===== config.mk =====
export PLATFORM = sky130hd
export DESIGN_NAME = ppr_regbank
export DESIGN_NICKNAME = d
export VERILOG_FILES = /design/src/include/ppr_pkg.sv /design/src/include/ppr_sync_if.sv /design/src/rtl/ppr_sync.sv /design/src/rtl/ppr_regbank.sv
export SDC_FILE = /design/constraint.sdc
export NUM_CORES = 1
export LEC_CHECK = 0
export ABC_CLOCK_PERIOD_IN_PS = 3200
export BUFFER_PORTS_ARGS = -buffer_cell sky130_fd_sc_hd__buf_2
export CAP_MARGIN = 20
export CORE_ASPECT_RATIO = 0.6
export CORE_UTILIZATION = 50
export CTS_BUF_LIST = sky130_fd_sc_hd__clkbuf_4 sky130_fd_sc_hd__clkbuf_8 sky130_fd_sc_hd__clkbuf_16
export CTS_CLUSTER_DIAMETER = 30
export DETAILED_ROUTE_END_ITERATION = 6
export GPL_TIMING_DRIVEN = 0
export PLACE_DENSITY = 0.75
export SKIP_CTS_REPAIR_TIMING = 1
export SLEW_MARGIN = 30
export SYNTH_ARGS = -nofsm -noshare
export SYNTH_HDL_FRONTEND = slang
export SYNTH_SLANG_ARGS = --single-unit

===== constraint.sdc =====
create_clock -name clock -period 3.2 [get_ports clock]
set_input_delay 0.16 -clock clock [delete_from_list [all_inputs] [get_ports clock]]
set_output_delay 0.16 -clock clock [all_outputs]
set_load 0.01 [all_outputs]

===== src/include/ppr_pkg.sv =====
/*
 * Shared constants for the pack protection register bank: register addresses,
 * field positions, writable masks, reset values, serial timing and FSM states.
 * Assumes a 10 MHz system clock and a two-wire serial bus running at 100 kHz or less.
 */
package ppr_pkg;

	localparam logic [7:0] ADDR_DEV_STATUS = 8'h00;
	localparam logic [7:0] ADDR_FAULT      = 8'h01;
	localparam logic [7:0] ADDR_BALANCE    = 8'h02;
	localparam logic [7:0] ADDR_ANALOG     = 8'h03;
	localparam logic [7:0] ADDR_SWITCH     = 8'h04;
	localparam logic [7:0] ADDR_DSET       = 8'h05;
	localparam logic [7:0] ADDR_CSET       = 8'h06;
	localparam logic [7:0] ADDR_FEATURE    = 8'h07;
	localparam logic [7:0] ADDR_UNLOCK     = 8'h08;

	localparam int SINGLE_FE_BIT   = 5;
	localparam int WAKE_STAT_BIT   = 4;
	localparam logic SINGLE_FE_VAL = 1'b1;

	localparam int SLEEP_BIT      = 7;
	localparam int LDMON_BIT      = 6;
	localparam int CHG_SW_BIT     = 1;
	localparam int DIS_SW_BIT     = 0;
	localparam int DOC_AUTO_OFF   = 7;
	localparam int SC_AUTO_OFF    = 4;
	localparam int COC_AUTO_OFF   = 7;
	localparam int WAKE_DIS_BIT   = 1;
	localparam int WAKE_POL_BIT   = 0;
	localparam int FEAT_UNL_BIT   = 7;
	localparam int CHG_UNL_BIT    = 6;
	localparam int DIS_UNL_BIT    = 5;

	localparam logic [7:0] MASK_BALANCE = 8'hFE;
	localparam logic [7:0] MASK_ANALOG  = 8'hCF;
	localparam logic [7:0] MASK_SWITCH  = 8'hC3;
	localparam logic [7:0] MASK_FULL    = 8'hFF;
	localparam logic [7:0] MASK_UNLOCK  = 8'hF8;
	localparam logic [7:0] REG_RESET    = 8'h00;
	localparam logic [5:0] FAULT_RESET  = 6'h00;

	localparam int CLK_NS   = 100;
	localparam int HOLD_NS  = 300;
	localparam int HOLD_CYC = (HOLD_NS + CLK_NS - 1) / CLK_NS;

	localparam int SY_SCL  = 0;
	localparam int SY_SDA  = 1;
	localparam int SY_WAKE = 2;
	localparam int SY_COND = 3;
	localparam int SY_W    = 9;

	typedef enum logic [3:0] {
		ST_IDLE     = 4'h0,
		ST_START    = 4'h1,
		ST_ADDR     = 4'h2,
		ST_ACK_ADDR = 4'h3,
		ST_RXREG    = 4'h4,
		ST_ACK_REG  = 4'h5,
		ST_RXDAT    = 4'h6,
		ST_ACK_DAT  = 4'h7,
		ST_TX       = 4'h8,
		ST_MACK     = 4'h9
	} ppr_state_e;

endpackage : ppr_pkg


===== src/include/ppr_sync_if.sv =====
/*
 * Carrier between the register bank and its input synchroniser: raw pins in,
 * settled levels and one-cycle edge pulses out.
 * Assumes the synchroniser and its user share one clock.
 */
`timescale 1ns/1ns
interface ppr_sync_if #(parameter int W = 9);
	logic [W-1:0] raw;
	logic [W-1:0] level;
	logic [W-1:0] rise;
	logic [W-1:0] fall;
	modport syn (input raw, output level, output rise, output fall);
	modport usr (output raw, input level, input rise, input fall);
endinterface : ppr_sync_if


===== src/rtl/ppr_sync.sv =====
/*
 * Two-flop synchroniser with edge detection for a group of asynchronous inputs.
 * Assumes every raw bit may change at any time relative to clock.
 */
`timescale 1ns/1ns
module ppr_sync #(
	parameter int W = 9
) (
	input wire logic clock,
	input wire logic nrst,
	ppr_sync_if.syn  io
);
	logic [W-1:0] meta_r;
	logic [W-1:0] stab_r;
	logic [W-1:0] last_r;

	if (W < 1) begin : g_bad_width
		$error("ppr_sync: width must be at least one");
	end

	always_ff @(posedge clock or negedge nrst) begin
		if (!nrst) begin
			meta_r <= '0;
			stab_r <= '0;
			last_r <= '0;
		end else begin
			meta_r <= io.raw;
			stab_r <= meta_r;
			last_r <= stab_r;
		end
	end

	assign io.level = stab_r;
	assign io.rise  = stab_r & ~last_r;
	assign io.fall  = ~stab_r & last_r;
endmodule : ppr_sync


===== src/rtl/ppr_regbank.sv =====
/*
 * Register bank of a pack protection front end with its two-wire serial slave.
 * Assumes scl, sda and the analog condition inputs are asynchronous and the
 * board resolves the open-drain data line from sda_oe.
 */
`timescale 1ns/1ns
// Operation
// - Status register 00H: fixed flag, wake status.
// - Fault register 01H holds six fault flags.
// - Faults clear on read once condition gone.
// - Writing one acts; reading one means present.
// - Switch register 04H: sleep, monitor, two switches.
// - Sleep cleared by reset, write, wake edge.
// - Automatic trips clear both switch bits.
// - Host writes drive switches; reads show drive.
// - Discharge setup register 05H field layout.
// - Discharge setup writes need its unlock bit.
// - Charge setup register 06H field layout.
// - Charge setup writes need its unlock bit.
// - Feature register 07H field layout.
// - Feature writes need unlock bit seven.
// - Unlock register 08H: enables and user flags.
// - Hold data output 300ns after clock fall.
// - Wake status follows pin under polarity.
// - Balance bits 7 to 1 switch cells.
module ppr_regbank #(
	parameter logic [6:0] DEV_ADDR = 7'h2A // Arbitrary bus address.
) (
	input  wire logic       clock,
	input  wire logic       nrst,
	input  wire logic       scl,
	input  wire logic       sda_in,
	output wire logic       sda_out,
	output wire logic       sda_oe,
	input  wire logic       wake_pin,
	input  wire logic       cond_ext_ot,
	input  wire logic       cond_int_ot,
	input  wire logic       cond_load_fail,
	input  wire logic       cond_short,
	input  wire logic       cond_disch_oc,
	input  wire logic       cond_chg_oc,
	output wire logic [7:0] balance_switch_control,
	output wire logic [7:0] analog_mux_select,
	output wire logic       force_sleep,
	output wire logic       load_monitor_connect_enable,
	output wire logic       charge_switch_on,
	output wire logic       discharge_switch_on,
	output wire logic [7:0] discharge_protect_setup,
	output wire logic [7:0] charge_protect_setup,
	output wire logic [7:0] feature_setup,
	output wire logic [7:0] write_unlock
);
	localparam logic [2:0] HOLD_LOAD = 3'(ppr_pkg::HOLD_CYC);
	localparam logic [2:0] LAST_BIT  = 3'h7;
	if (ppr_pkg::HOLD_CYC < 1 || ppr_pkg::HOLD_CYC > 7) begin : g_bad_hold
		$error("ppr_regbank: hold count does not fit its counter");
	end
	ppr_sync_if #(.W(ppr_pkg::SY_W)) sy ();
	ppr_pkg::ppr_state_e st_r;
	logic [2:0]          cnt_r;
	logic [7:0]          shf_r;
	logic [7:0]          tx_r;
	logic [7:0]          ptr_r;
	logic                rw_r;
	logic                nack_r;
	logic [2:0]          hold_r;
	logic                sda_oe_r;
	logic [7:0]          bal_r;
	logic [7:0]          amux_r;
	logic [7:0]          swc_r;
	logic [7:0]          dset_r;
	logic [7:0]          cset_r;
	logic [7:0]          feat_r;
	logic [7:0]          unl_r;
	logic [5:0]          flt_r;
	logic                trip_r;
	logic                scl_hi;
	logic                scl_rise;
	logic                scl_fall;
	logic                sda_lv;
	logic                start_det;
	logic                stop_det;
	logic                wr_stb;
	logic                rd_load;
	logic [7:0]          rd_addr;
	logic                fault_rd;
	logic [5:0]          cond;
	logic                wake_lv;
	logic                wake_stat;
	logic                wake_evt;
	logic                trip;
	logic                auto_off;
	logic                drive_low;
	assign sy.raw = {cond_ext_ot, cond_int_ot, cond_load_fail, cond_short,
		cond_disch_oc, cond_chg_oc, wake_pin, sda_in, scl};
	ppr_sync #(
		.W (ppr_pkg::SY_W)
	) u_sync (
		.clock (clock),
		.nrst  (nrst),
		.io    (sy)
	);
	// Register address after a completed byte; unsupported locations fold back to zero.
	function automatic logic [7:0] next_ptr(input logic [7:0] p);
		if (p >= ppr_pkg::ADDR_UNLOCK) begin
			return ppr_pkg::ADDR_DEV_STATUS;
		end
		return p + 8'h01;
	endfunction : next_ptr
	// Read image of one register; reserved bits and unmapped addresses read zero.
	function automatic logic [7:0] rd_mux(input logic [7:0] a);
		logic [7:0] v;
		v = 8'h00;
		case (a)
			ppr_pkg::ADDR_DEV_STATUS: begin
				v[ppr_pkg::SINGLE_FE_BIT] = ppr_pkg::SINGLE_FE_VAL;
				v[ppr_pkg::WAKE_STAT_BIT] = wake_stat;
			end
			ppr_pkg::ADDR_FAULT:   v = {2'h0, flt_r};
			ppr_pkg::ADDR_BALANCE: v = bal_r;
			ppr_pkg::ADDR_ANALOG:  v = amux_r;
			ppr_pkg::ADDR_SWITCH:  v = swc_r;
			ppr_pkg::ADDR_DSET:    v = dset_r;
			ppr_pkg::ADDR_CSET:    v = cset_r;
			ppr_pkg::ADDR_FEATURE: v = feat_r;
			ppr_pkg::ADDR_UNLOCK:  v = unl_r;
			default:               v = 8'h00;
		endcase
		return v;
	endfunction : rd_mux
	assign scl_hi    = sy.level[ppr_pkg::SY_SCL];
	assign scl_rise  = sy.rise[ppr_pkg::SY_SCL];
	assign scl_fall  = sy.fall[ppr_pkg::SY_SCL];
	assign sda_lv    = sy.level[ppr_pkg::SY_SDA];
	assign start_det = sy.fall[ppr_pkg::SY_SDA] & scl_hi;
	assign stop_det  = sy.rise[ppr_pkg::SY_SDA] & scl_hi;
	assign wr_stb   = scl_fall && st_r == ppr_pkg::ST_RXDAT && cnt_r == LAST_BIT;
	assign rd_load  = scl_fall && ((st_r == ppr_pkg::ST_ACK_ADDR && rw_r)
		|| (st_r == ppr_pkg::ST_MACK && !nack_r));
	assign rd_addr  = (st_r == ppr_pkg::ST_MACK) ? next_ptr(ptr_r) : ptr_r;
	assign fault_rd = rd_load && rd_addr == ppr_pkg::ADDR_FAULT;
	assign cond      = sy.level[ppr_pkg::SY_COND +: 6];
	assign wake_lv   = sy.level[ppr_pkg::SY_WAKE];
	assign wake_stat = feat_r[ppr_pkg::WAKE_POL_BIT] ? wake_lv : ~wake_lv;
	assign wake_evt  = ~feat_r[ppr_pkg::WAKE_DIS_BIT]
		& (feat_r[ppr_pkg::WAKE_POL_BIT] ? sy.rise[ppr_pkg::SY_WAKE]
		: sy.fall[ppr_pkg::SY_WAKE]);
	// A trip only counts while its automatic response is enabled.
	assign trip = (cond[1] & ~dset_r[ppr_pkg::DOC_AUTO_OFF])
		| (cond[2] & ~dset_r[ppr_pkg::SC_AUTO_OFF])
		| (cond[0] & ~cset_r[ppr_pkg::COC_AUTO_OFF]);
	assign auto_off = trip & ~trip_r;
	always_ff @(posedge clock or negedge nrst) begin
		if (!nrst) begin
			trip_r <= 1'b0;
		end else begin
			trip_r <= trip;
		end
	end

	always_ff @(posedge clock or negedge nrst) begin
		if (!nrst) begin
			shf_r  <= 8'h00;
			nack_r <= 1'b0;
		end else if (scl_rise) begin
			shf_r <= {shf_r[6:0], sda_lv};
			if (st_r == ppr_pkg::ST_MACK) begin
				nack_r <= sda_lv;
			end
		end
	end
	// Protocol engine: bits are taken on scl rise, state moves on scl fall.
	always_ff @(posedge clock or negedge nrst) begin
		if (!nrst) begin
			st_r  <= ppr_pkg::ST_IDLE;
			cnt_r <= 3'h0;
			rw_r  <= 1'b0;
			ptr_r <= 8'h00;
			tx_r  <= 8'h00;
		end else if (stop_det) begin
			st_r <= ppr_pkg::ST_IDLE;
		end else if (start_det) begin
			st_r  <= ppr_pkg::ST_START;
			cnt_r <= 3'h0;
		end else if (scl_fall) begin
			case (st_r)
				ppr_pkg::ST_START: st_r <= ppr_pkg::ST_ADDR;
				ppr_pkg::ST_ADDR: begin
					cnt_r <= cnt_r + 3'h1;
					if (cnt_r == LAST_BIT) begin
						if (shf_r[7:1] == DEV_ADDR) begin
							st_r <= ppr_pkg::ST_ACK_ADDR;
							rw_r <= shf_r[0];
						end else begin
							st_r <= ppr_pkg::ST_IDLE;
						end
					end
				end
				ppr_pkg::ST_ACK_ADDR: begin
					if (rw_r) begin
						tx_r <= rd_mux(rd_addr);
						st_r <= ppr_pkg::ST_TX;
					end else begin
						st_r <= ppr_pkg::ST_RXREG;
					end
				end
				ppr_pkg::ST_RXREG: begin
					cnt_r <= cnt_r + 3'h1;
					if (cnt_r == LAST_BIT) begin
						ptr_r <= shf_r;
						st_r  <= ppr_pkg::ST_ACK_REG;
					end
				end
				ppr_pkg::ST_ACK_REG: st_r <= ppr_pkg::ST_RXDAT;
				ppr_pkg::ST_RXDAT: begin
					cnt_r <= cnt_r + 3'h1;
					if (cnt_r == LAST_BIT) begin
						st_r <= ppr_pkg::ST_ACK_DAT;
					end
				end
				ppr_pkg::ST_ACK_DAT: begin
					ptr_r <= next_ptr(ptr_r);
					st_r  <= ppr_pkg::ST_RXDAT;
				end
				ppr_pkg::ST_TX: begin
					cnt_r <= cnt_r + 3'h1;
					tx_r  <= {tx_r[6:0], 1'b0};
					if (cnt_r == LAST_BIT) begin
						st_r <= ppr_pkg::ST_MACK;
					end
				end
				ppr_pkg::ST_MACK: begin
					if (nack_r) begin
						st_r <= ppr_pkg::ST_IDLE;
					end else begin
						ptr_r <= next_ptr(ptr_r);
						tx_r  <= rd_mux(rd_addr);
						st_r  <= ppr_pkg::ST_TX;
					end
				end
				default: st_r <= ppr_pkg::ST_IDLE;
			endcase
		end
	end
	always_comb begin
		case (st_r)
			ppr_pkg::ST_ACK_ADDR: drive_low = 1'b1;
			ppr_pkg::ST_ACK_REG:  drive_low = 1'b1;
			ppr_pkg::ST_ACK_DAT:  drive_low = 1'b1;
			ppr_pkg::ST_TX:       drive_low = ~tx_r[7];
			default:              drive_low = 1'b0;
		endcase
	end
	// The data line only changes a full hold time after scl is seen low, so the
	// host never samples a changing bit across the slow scl fall.
	always_ff @(posedge clock or negedge nrst) begin
		if (!nrst) begin
			hold_r   <= 3'h0;
			sda_oe_r <= 1'b0;
		end else begin
			if (scl_fall) begin
				hold_r <= HOLD_LOAD;
			end else if (hold_r != 3'h0) begin
				hold_r <= hold_r - 3'h1;
			end
			if (hold_r == 3'h1) begin
				sda_oe_r <= drive_low;
			end else if (st_r == ppr_pkg::ST_IDLE && scl_hi) begin
				sda_oe_r <= 1'b0;
			end
		end
	end
	// Set wins over clear: a condition still present keeps its flag through a read.
	always_ff @(posedge clock or negedge nrst) begin
		if (!nrst) begin
			flt_r <= ppr_pkg::FAULT_RESET;
		end else begin
			flt_r <= {cond[5:4], cond[3] & swc_r[ppr_pkg::LDMON_BIT], cond[2:0]}
				| (flt_r & ~{6{fault_rd}});
		end
	end

	always_ff @(posedge clock or negedge nrst) begin
		if (!nrst) begin
			bal_r <= ppr_pkg::REG_RESET;
		end else if (wr_stb && ptr_r == ppr_pkg::ADDR_BALANCE) begin
			bal_r <= shf_r & ppr_pkg::MASK_BALANCE;
		end
	end

	always_ff @(posedge clock or negedge nrst) begin
		if (!nrst) begin
			amux_r <= ppr_pkg::REG_RESET;
		end else if (wr_stb && ptr_r == ppr_pkg::ADDR_ANALOG) begin
			amux_r <= shf_r & ppr_pkg::MASK_ANALOG;
		end
	end
	// Hardware clears are applied after the host write so they win in a tie.
	always_ff @(posedge clock or negedge nrst) begin
		if (!nrst) begin
			swc_r <= ppr_pkg::REG_RESET;
		end else begin
			if (wr_stb && ptr_r == ppr_pkg::ADDR_SWITCH) begin
				swc_r <= shf_r & ppr_pkg::MASK_SWITCH;
			end
			if (wake_evt) begin
				swc_r[ppr_pkg::SLEEP_BIT] <= 1'b0;
			end
			if (auto_off) begin
				swc_r[ppr_pkg::CHG_SW_BIT] <= 1'b0;
				swc_r[ppr_pkg::DIS_SW_BIT] <= 1'b0;
			end
		end
	end

	always_ff @(posedge clock or negedge nrst) begin
		if (!nrst) begin
			dset_r <= ppr_pkg::REG_RESET;
		end else if (wr_stb && ptr_r == ppr_pkg::ADDR_DSET
			&& unl_r[ppr_pkg::DIS_UNL_BIT]) begin
			dset_r <= shf_r & ppr_pkg::MASK_FULL;
		end
	end

	always_ff @(posedge clock or negedge nrst) begin
		if (!nrst) begin
			cset_r <= ppr_pkg::REG_RESET;
		end else if (wr_stb && ptr_r == ppr_pkg::ADDR_CSET
			&& unl_r[ppr_pkg::CHG_UNL_BIT]) begin
			cset_r <= shf_r & ppr_pkg::MASK_FULL;
		end
	end

	always_ff @(posedge clock or negedge nrst) begin
		if (!nrst) begin
			feat_r <= ppr_pkg::REG_RESET;
		end else if (wr_stb && ptr_r == ppr_pkg::ADDR_FEATURE
			&& unl_r[ppr_pkg::FEAT_UNL_BIT]) begin
			feat_r <= shf_r & ppr_pkg::MASK_FULL;
		end
	end
	// Writes to 09H and above match no register and change nothing.
	always_ff @(posedge clock or negedge nrst) begin
		if (!nrst) begin
			unl_r <= ppr_pkg::REG_RESET;
		end else if (wr_stb && ptr_r == ppr_pkg::ADDR_UNLOCK) begin
			unl_r <= shf_r & ppr_pkg::MASK_UNLOCK;
		end
	end

	assign sda_out                     = 1'b0;
	assign sda_oe                      = sda_oe_r;
	assign balance_switch_control      = bal_r;
	assign analog_mux_select           = amux_r;
	assign force_sleep                 = swc_r[ppr_pkg::SLEEP_BIT];
	assign load_monitor_connect_enable = swc_r[ppr_pkg::LDMON_BIT];
	assign charge_switch_on            = swc_r[ppr_pkg::CHG_SW_BIT];
	assign discharge_switch_on         = swc_r[ppr_pkg::DIS_SW_BIT];
	assign discharge_protect_setup     = dset_r;
	assign charge_protect_setup        = cset_r;
	assign feature_setup               = feat_r;
	assign write_unlock                = unl_r;
endmodule : ppr_regbank


Word level (Yosys, flattened, before mapping)
Cells that the tools add are included.
{"block": "word_totals", "ff_bits": 111, "in_bits": 11, "out_inout_bits": 54}
{"block": "op_classes", "add_sub_neg": 3, "order_cmp": 1, "eq_ne": 34, "n_mux": 48, "n_bitwise": 26, "reduce_logical": 40}
{"operator": "8-bit two-way mux", "n": 10}
{"operator": "8-bit by 3-bit equality test with 1-bit output (second input constant)", "n": 8}
{"operator": "4-bit case mux with 8 select lines", "n": 2}
{"operator": "8-bit case mux with 3 select lines", "n": 2}
{"operator": "4-bit two-way mux", "n": 9}
{"operator": "8-bit by 2-bit equality test with 1-bit output (second input constant)", "n": 4}
{"operator": "2-bit case mux with 7 select lines", "n": 2}
{"operator": "6-bit AND reduction", "n": 3}
{"operator": "1-bit logical AND", "n": 17}
{"operator": "4-bit by 3-bit equality test with 1-bit output (second input constant)", "n": 4}
{"operator": "8-bit by 4-bit equality test with 1-bit output (second input constant)", "n": 2}
{"operator": "1-bit two-way mux", "n": 15}
{"operator": "3-bit two-way mux", "n": 5}
{"operator": "4-bit != test (second input constant)", "n": 3}
{"operator": "2-bit nonzero test", "n": 6}
{"operator": "3-bit nonzero test", "n": 4}
{"operator": "1-bit inverter", "n": 9}
{"operator": "8-bit by 1-bit adder with 8-bit output (second input constant)", "n": 1}
{"operator": "1-bit AND", "n": 8}
{"operator": "4-bit by 2-bit equality test with 1-bit output (second input constant)", "n": 2}
{"operator": "4-bit equality test (second input constant)", "n": 2}
{"operator": "8-bit by 1-bit equality test with 1-bit output (second input constant)", "n": 1}
{"operator": "8-bit by 4-bit greater-or-equal comparator with 1-bit output (second input constant)", "n": 1}
{"operator": "8-bit zero test", "n": 1}
{"operator": "25 further kinds", "n": 31}

Longest topological paths before layout
Gate-level depths: netlist (run 1).
{"block": "logic_depth", "ltp_word": 10, "mapped_depth": 10}

Hierarchy
A second synthesis (run 1) with hierarchy kept.
{"block": "unflattened", "hier_cells": 516, "hier_area_um2": 5885.6}
{"mod": "ppr_regbank", "instances": 1, "cells_each": 471, "area_each_um2": 5052.3}
{"mod": "ppr_sync", "instances": 1, "cells_each": 45, "area_each_um2": 833.3}

Worst setup path after synthesis (run 1)
OpenSTA, ideal clock, no wires.
{"block": "synth_path", "path_type": "register to register", "from": "register ptr_r[0]", "to": "register tx_r[4]", "setup_time_ps": 94, "arrival_ps": 2886, "required_time_ps": 3106, "path_slack_ps": 220, "stages_incl_launch_ff": 11, "path_buffers": 2, "period_less_slack_ps": 2980, "path_cell_list": "dfrtp_1 -> clkbuf_1 -> clkinv_1 -> ha_1 -> or4b_1 -> or2_2 -> o21ai_1 -> buf_2 -> a22oi_1 -> o32a_1 -> a221oi_2"}
{"block": "synth_between", "elab_chain_cells": 8, "elab_cells_between_ends": 16}
{"element": "start: declaration", "line": "ppr_regbank.sv:63", "source": "logic [7:0] ptr_r;"}
{"element": "start signal: assignment", "line": "ppr_regbank.sv:210", "source": "ptr_r <= shf_r;"}
{"element": "start signal: assignment", "line": "ppr_regbank.sv:222", "source": "ptr_r <= next_ptr(ptr_r);"}
{"element": "start signal: assignment", "line": "ppr_regbank.sv:236", "source": "ptr_r <= next_ptr(ptr_r);"}
{"element": "8-bit by 4-bit greater-or-equal comparator with 1-bit output", "line": "ppr_regbank.sv:105", "source": "if (p >= ppr_pkg::ADDR_UNLOCK) begin"}
{"element": "1-bit two-way mux", "line": "ppr_regbank.sv:105"}
{"element": "8-bit two-way mux", "line": "ppr_regbank.sv:108", "source": "return p + 8'h01;"}
{"element": "8-bit two-way mux *", "line": "ppr_regbank.sv:140", "source": "assign rd_addr = (st_r == ppr_pkg::ST_MACK) ? next_ptr(ptr_r) : ptr_r;"}
{"element": "8-bit by 4-bit equality test with 1-bit output (tied with other cells)", "line": "ppr_regbank.sv:114", "source": "case (a)"}
{"element": "2-bit case mux with 7 select lines *", "line": "ppr_regbank.sv:114"}
{"element": "8-bit two-way mux (on tied branches)", "line": "ppr_regbank.sv:233, ppr_regbank.sv:200"}
{"element": "8-bit case mux with 3 select lines *", "line": "ppr_regbank.sv:186", "source": "case (st_r)"}
{"element": "end signal: assignment", "line": "ppr_regbank.sv:201", "source": "tx_r <= rd_mux(rd_addr);"}
{"element": "end signal: assignment", "line": "ppr_regbank.sv:227", "source": "tx_r <= {tx_r[6:0], 1'b0};"}
{"element": "end signal: assignment", "line": "ppr_regbank.sv:237", "source": "tx_r <= rd_mux(rd_addr);"}
{"element": "end: declaration", "line": "ppr_regbank.sv:62", "source": "logic [7:0] tx_r;"}
Mark *: on every way between the ends. The rest lies on a longest branch, timed or not. The select of a mux whose other input is x is not followed.
A chain may end at the register's enable or synchronous reset.

Final worst setup path (run 1)
{"block": "layout_path", "from": "register st_r[0]", "to": "register tx_r[6]"}
{"block": "layout_between", "elab_chain_cells": 6, "elab_cells_between_ends": 19}
{"element": "start: declaration", "line": "ppr_regbank.sv:59", "source": "ppr_pkg::ppr_state_e st_r;"}
{"element": "start signal: assignment", "line": "ppr_regbank.sv:175", "source": "st_r <= ppr_pkg::ST_IDLE;"}
{"element": "start signal: assignment", "line": "ppr_regbank.sv:181", "source": "st_r <= ppr_pkg::ST_IDLE;"}
{"element": "start signal: assignment", "line": "ppr_regbank.sv:183", "source": "st_r <= ppr_pkg::ST_START;"}
{"element": "4-bit equality test", "line": "ppr_regbank.sv:140, ppr_regbank.sv:186"}
{"element": "8-bit two-way mux", "line": "ppr_regbank.sv:140"}
{"element": "8-bit by 4-bit equality test with 1-bit output (tied with other cells)", "line": "ppr_regbank.sv:114"}
{"element": "2-bit case mux with 7 select lines", "line": "ppr_regbank.sv:114"}
{"element": "8-bit two-way mux (on tied branches)", "line": "ppr_regbank.sv:233, ppr_regbank.sv:200"}
{"element": "8-bit case mux with 3 select lines", "line": "ppr_regbank.sv:186"}
Several ways; a longest one is shown, not always the timed one. The select of a mux whose other input is x is not followed.

==> flow_summary.yaml, run 1 <==
outcome:
  outcome: "finished with violations"
  violations: "design-rule violations"
pwr:
  powerDensity_nw_per_um2: 659
  ir_worst_vdd_mv: 0.383
  p_leak_nw: 3.10
synthesis:
  avgSynthCellArea_um2: 10.7
  yosys_register_bits: 111
  synth_cells: 527
  yosysWarnings: 0
  syn_area_um2: 5620
  async_flop_share_pct: 100
  yosys.cell_types.count: 75
  synth-seq-area-share_pct: 49.4
  synth_edf_count: 0
  synth_ff_type: "dfrtp_1"
placed_design:
  place_hpwl_um: 12700
  port_buffers: 57
  gp_congestion: 0.995
  dp.cells: 730
clock_tree:
  cts_htree_levels: 3
  cts_buffers: 9
  clock_latency_ns: 0.36
  clockBufferDepth: 2
  cts_root_buf: "clkbuf_16"
  tritoncts: "yes"
  clkTransAtPathRegs_ns: 0.08
  cts_sinks: 111
cells_and_area:
  area_delta_synth_final_pct: 17.9
  num_antenna_cells: 0
  final_cell_mix: "110 x dfrtp_1, 66 x buf_2, 52 x mux2_2"
  layoutNonFillerInstCount: 762
  nNetsFinal: 638
  drive_above_1_share_pct: 27.6
  final_common_cell: "dfrtp_1"
floorplanning:
  rows: 29
  ios: 65
  core_region_area_um2: 10700
  die_h_um: 84.1
  die_area_um2: 11700
  initial_core_util_pct: 52.3
  die_w_um: 139
routing:
  post_drt_wl_per_cell_um: 22.8
  wirelength_um: 17400
  dr.first_iter.drc_count: 524
  dr.pass1.iters: 7
  detail-route-antenna-nets: 0
  vias: 4890
  route.detailed.drc: 9
  avgViaCountPerCell: 6.42
critical_path:
  end_kind: "flop"
  critical_path.startpoint_type: "flop"
  cpMaxStageDelayCell: "a222oi_1"
  crit_cells: 8
  worstPathMaxFanout: 10
  path_class: "reg -> reg"
  cp_cell_sequence: "buf_2 -> nor4bb_1 -> buf_2 -> clkbuf_1 -> a31oi_1 -> o2bb2ai_1 -> a222oi_1 -> a22oi_1"
  cp_top_family: "compound AO/OA/AOI/OAI gates"
  r2r_slack_ns: 0.06
  max_stage_delay_ns: 0.64
  critPathRequiredTime_ns: 3.40
  crit_path_frequent_cell: "buf_2"
  critPathArrivalTime_ns: 3.34
  critical_path_buf_inv_count: 3
  rr_worst_depth: 8
grt:
  grt_util_all_layers_pct: 30.6
  grt_pass1_vias: 4540
  grt_first_pass_wirelength_um: 26700
  antenna_found_initial: 0
  top_usage_layer: "met1"
  gr-usage-met3_pct: 8.55
  grt-ovfl-total: 0
  grt_util_met2_pct: 41.0
  use_met1_pct: 48.4
  grt_max_degree: 70
sta:
  skew_ns: 0.00952
  layout_min_cycle_time_ns: 3.14
  final-max-slew-violation-count: 0
  slew_headroom_pct: 43.9
  fin_crit_sh_pct: 98.0
  fmax_mhz: 319
  rsz0062_at_grt: "no"
  worst_slew_pin_slew_ns: 0.834
  hold_viol_final: 0
  fin_setup_tns_ns: 0
  finalSetupViolations: 0
hold_path:
  hold_path_class: "in -> async"
run:
  cap_violations: 0
## sequential cells by signal, indices dropped and copies added (netlist names), 8 cells and up
register                 cells
tx_r                         8
shf_r                        8
charge_protect_setup         8
discharge_protect_setup      8
u_sync.meta_r                9
ptr_r                        8
u_sync.io.level              9
feature_setup                8
## routing by layer
metal  wire, um  up-vias
met2       7010      277
met5          0        -
li1           -     2107
met3       1920       21
met4        185        0
met1       8260     2485
## final timing paths
kind | from | end
worst max-delay path | st_r[0] | tx_r[6]
worst min-delay path | nrst | shf_r[5]
worst max register to register | st_r[0] | tx_r[6]
worst min register to register | u_sync.meta_r[1] | u_sync.io.level[1]
max in group asynchronous | nrst | analog_mux_select[0]
min in group clock | u_sync.meta_r[1] | u_sync.io.level[1]
## synthesized netlist by cell type, types with 9 or more instances
master    number  area, um2
a21o_1        10       75.1
a21oi_1       23        115
a221oi_1      10       87.6
buf_2         11       55.1
clkbuf_1      21       78.8
dfrtp_1      111       2780
ha_1           9        113
inv_1         15       56.3
mux2_2        52        586
nand2_1       48        180
nand2b_1      10       62.6
nand3_1       11       55.1
nor2_1        35        131
nor3_1        10       50.1
o21ai_0       24        120
## power breakdown
| part | internal, mW | total (mW) | switching, mW |
|---|---|---|---|
| logic | 0.542 | 1.54 | 1.00 |
| clock network | 0.564 | 1.15 | 0.588 |
| registers | 1.53 | 1.67 | 0.141 |
## kinds of logic (layout without fill, tap and decap cells)
logic type	count (synthesis)	after routing	synth area share (%)
other	1	7	0.0668
muxes	58	58	11.5
DFF	111	111	49.4
and+or+nand+nor	154	154	14.1
AOI/OAI and AO/OA	133	133	17.7
adders and majority gates	9	9	2.00
buffers and inverters	57	147	4.52
xor gates and xnor gates	4	4	0.624
## through the flow
step | utilization (%) | area (um2) | setup slack [ns] | total power [mW] | hold slack, ns
after global placement | 56.8 | 6100 | -0.665 | 3.07 | 0.268
after detailed placement | 57.1 | 6130 | -0.654 | 3.09 | 0.111
after CTS | 60.0 | 6440 | -0.691 | 4.24 | -0.265
after floorplan | - | 5640 | 0.220 | 2.62 | -0.136
after global routing | 61.7 | 6620 | 0.00150 | 4.56 | 0.314
final | 61.7 | 6620 | 0.0629 | 4.36 | 0.289
## area by class of cell
class	instances	area, um2
multi-input cells	365	2620
plain buffers	40	200
clock buffers	9	225
flip-flops and latches	111	2780
repair buffers	75	472
clock inverters	7	86.3
well taps	139	174
fillers	896	4120
inverters	16	67.6
Note: power is estimated with default switching activity, not from simulation.
==> run 2, diff against run 1 <==
==> constraint.sdc (replaced) <==
create_clock -name clock -period 3.2 [get_ports clock]
set_input_delay 0.32 -clock clock [delete_from_list [all_inputs] [get_ports clock]]
set_output_delay 0.32 -clock clock [all_outputs]
set_load 0.01 [all_outputs]
==> run 2 against run 1 <==
The flow still finishes with violations (design-rule violations). Count of clock-buffer cells in the layout is the same. Clock power is essentially flat. Maximum frequency up 0.38%. Combinational power is essentially flat. Register-to-register slack hardly changed. Critical path depth rose by 1. Utilization fell by 0.84 points. Worst setup slack better by 0.012 ns.
==> flow_summary.yaml, run 2 (synthesis results as in run 1) <==
placed_design:
  dp.cells: 730
  place_area_um2: 6130
  gp_congestion: 0.995
  port_buffers: 57
  place_hpwl_um: 12700
  dp_slack_ns: -0.654
critical_path:
  path_class: "reg -> reg"
  critical_path_buf_inv_count: 2
  cp_cell_sequence: "clkinvlp_4 -> ha_2 -> or4b_1 -> or2_2 -> o21ai_2 -> buf_6 -> a32oi_1 -> o21a_1 -> a221oi_2"
  critPathRequiredTime_ns: 3.46
  critical_path.startpoint_type: "flop"
  rr_startpoint: "ptr_r[0]"
  max_stage_delay_ns: 0.55
  worstPathMaxFanout: 10
  cp_top_family: "simple AND/OR/NAND/NOR gates"
  cpMaxStageDelayCell: "or4b_1"
  end_kind: "flop"
  critPathLaunch: "ptr_r[0]"
  critPathArrivalTime_ns: 3.39
pwr:
  netSwitchingPower_mw: 1.73
  p_sw_share_pct: 39.6
  p_clk_share_pct: 26.5
  p_seq_share_pct: 38.3
  power.total_mw: 4.35
  ir_worst_vdd_mv: 0.386
  comb_power_share_pct: 35.2
  p_int_mw: 2.63
  powerDensity_nw_per_um2: 666
  p_leak_nw: 3.06
sta:
  hold-worst-slack_ns: 0.0603
  rsz0062_at_grt: "no"
  setup_slack_ns: 0.0748
  worst_slew_pin_slew_ns: 0.820
  hold_viol_final: 0
  fmax_mhz: 320
  final-max-slew-violation-count: 0
  finalSetupViolations: 0
  skew_ns: 0.00811
  slew_headroom_pct: 44.9
  fin_crit_sh_pct: 97.7
  layout_min_cycle_time_ns: 3.13
grt:
  grt_max_degree: 70
  grt_util_all_layers_pct: 30.6
  grt_pass1_vias: 4540
  grt_first_pass_wirelength_um: 26700
  grt-ovfl-total: 0
  antenna_found_initial: 0
run:
  cap_violations: 0
cells_and_area:
  final_cell_mix: "110 x dfrtp_1, 66 x buf_2, 52 x mux2_2"
  final_common_cell: "dfrtp_1"
  area_delta_synth_final_pct: 16.3
  drive_above_1_share_pct: 28.0
  num_antenna_cells: 0
  fill_cells: 907
  post-route-cell-area_um2: 6530
  nNetsFinal: 629
  layoutNonFillerInstCount: 753
clock_tree:
  clock_latency_ns: 0.36
  cts_buffers: 9
  cts_htree_levels: 3
  tritoncts: "yes"
  clockBufferDepth: 2
  cts_sinks: 111
  clkTransAtPathRegs_ns: 0.08
  cts_root_buf: "clkbuf_16"
floorplanning:
  die_w_um: 139
  rows: 29
  ios: 65
  die_h_um: 84.1
  die_area_um2: 11700
  core_region_area_um2: 10700
  initial_core_util_pct: 52.3
routing:
  post_drt_wl_per_cell_um: 22.8
  dr.pass1.iters: 7
  avgViaCountPerCell: 6.40
  vias: 4820
  dr.first_iter.drc_count: 524
  wirelength_um: 17200
  route.detailed.drc: 6
  detail-route-antenna-nets: 0
hold_path:
  hold_path_class: "in -> reg"
  hold_path_startpoint: "cond_disch_oc"
outcome:
  outcome: "finished with violations"
  violations: "design-rule violations"
run 2: cell types whose count changed in the layout (fill, tap and decap cells not counted), sizes merged:
cell         change
dlygate4sd3      -9
run 2: final timing paths:
check | end | slack (ns) | cells after the start
hold reg to reg | u_sync.io.level[0] | 0.35 | 0
hold / removal | u_sync.meta_r[4] | 0.06 | 1
max in group asynchronous | analog_mux_select[0] | 2.08 | 3
min in group asynchronous | shf_r[5] | 0.45 | 2
setup / recovery | tx_r[4] | 0.07 | 9
setup reg to reg | tx_r[4] | 0.07 | 9
run 2: routing by layer:
layer  share of wire [%]  track usage (%)  up-vias
li1                    -                -     2090
met1                  47             48.4     2435
met2                  40             41.0      270
met3                  12             8.55       25
met4                 1.4             6.87        0
met5                   0                0        -
run 2: power groups by stage:
stage	registers (mW)	logic, mW	clock network, mW
after floorplan	1.64	0.980	0
after global placement	1.67	1.39	0
after detailed placement	1.68	1.41	0
after CTS	1.65	1.42	1.16
after global routing	1.68	1.65	1.22
final	1.67	1.53	1.15
run 2: per-stage QoR:
step | setup TNS (ns) | util (%)
floorplan | 0 | -
global placement | -8.32 | 56.8
detailed placement | -7.88 | 57.1
CTS | -8.27 | 60.0
global route | 0 | 60.8
finish | 0 | 60.8
run 2: final cells by class:
cell class                      count  area (um2)  share of cell area, %
Sequential cell                   111        2780                   42.5
Tap cell                          139         174                   2.66
Inverter                           16        67.6                   1.03
Timing Repair Buffer               66         382                   5.84
Clock inverter                      7        86.3                   1.32
Buffer                             40         200                   3.06
Multi-Input combinational cell    365        2620                   40.1
Clock buffer                        9         225                   3.45
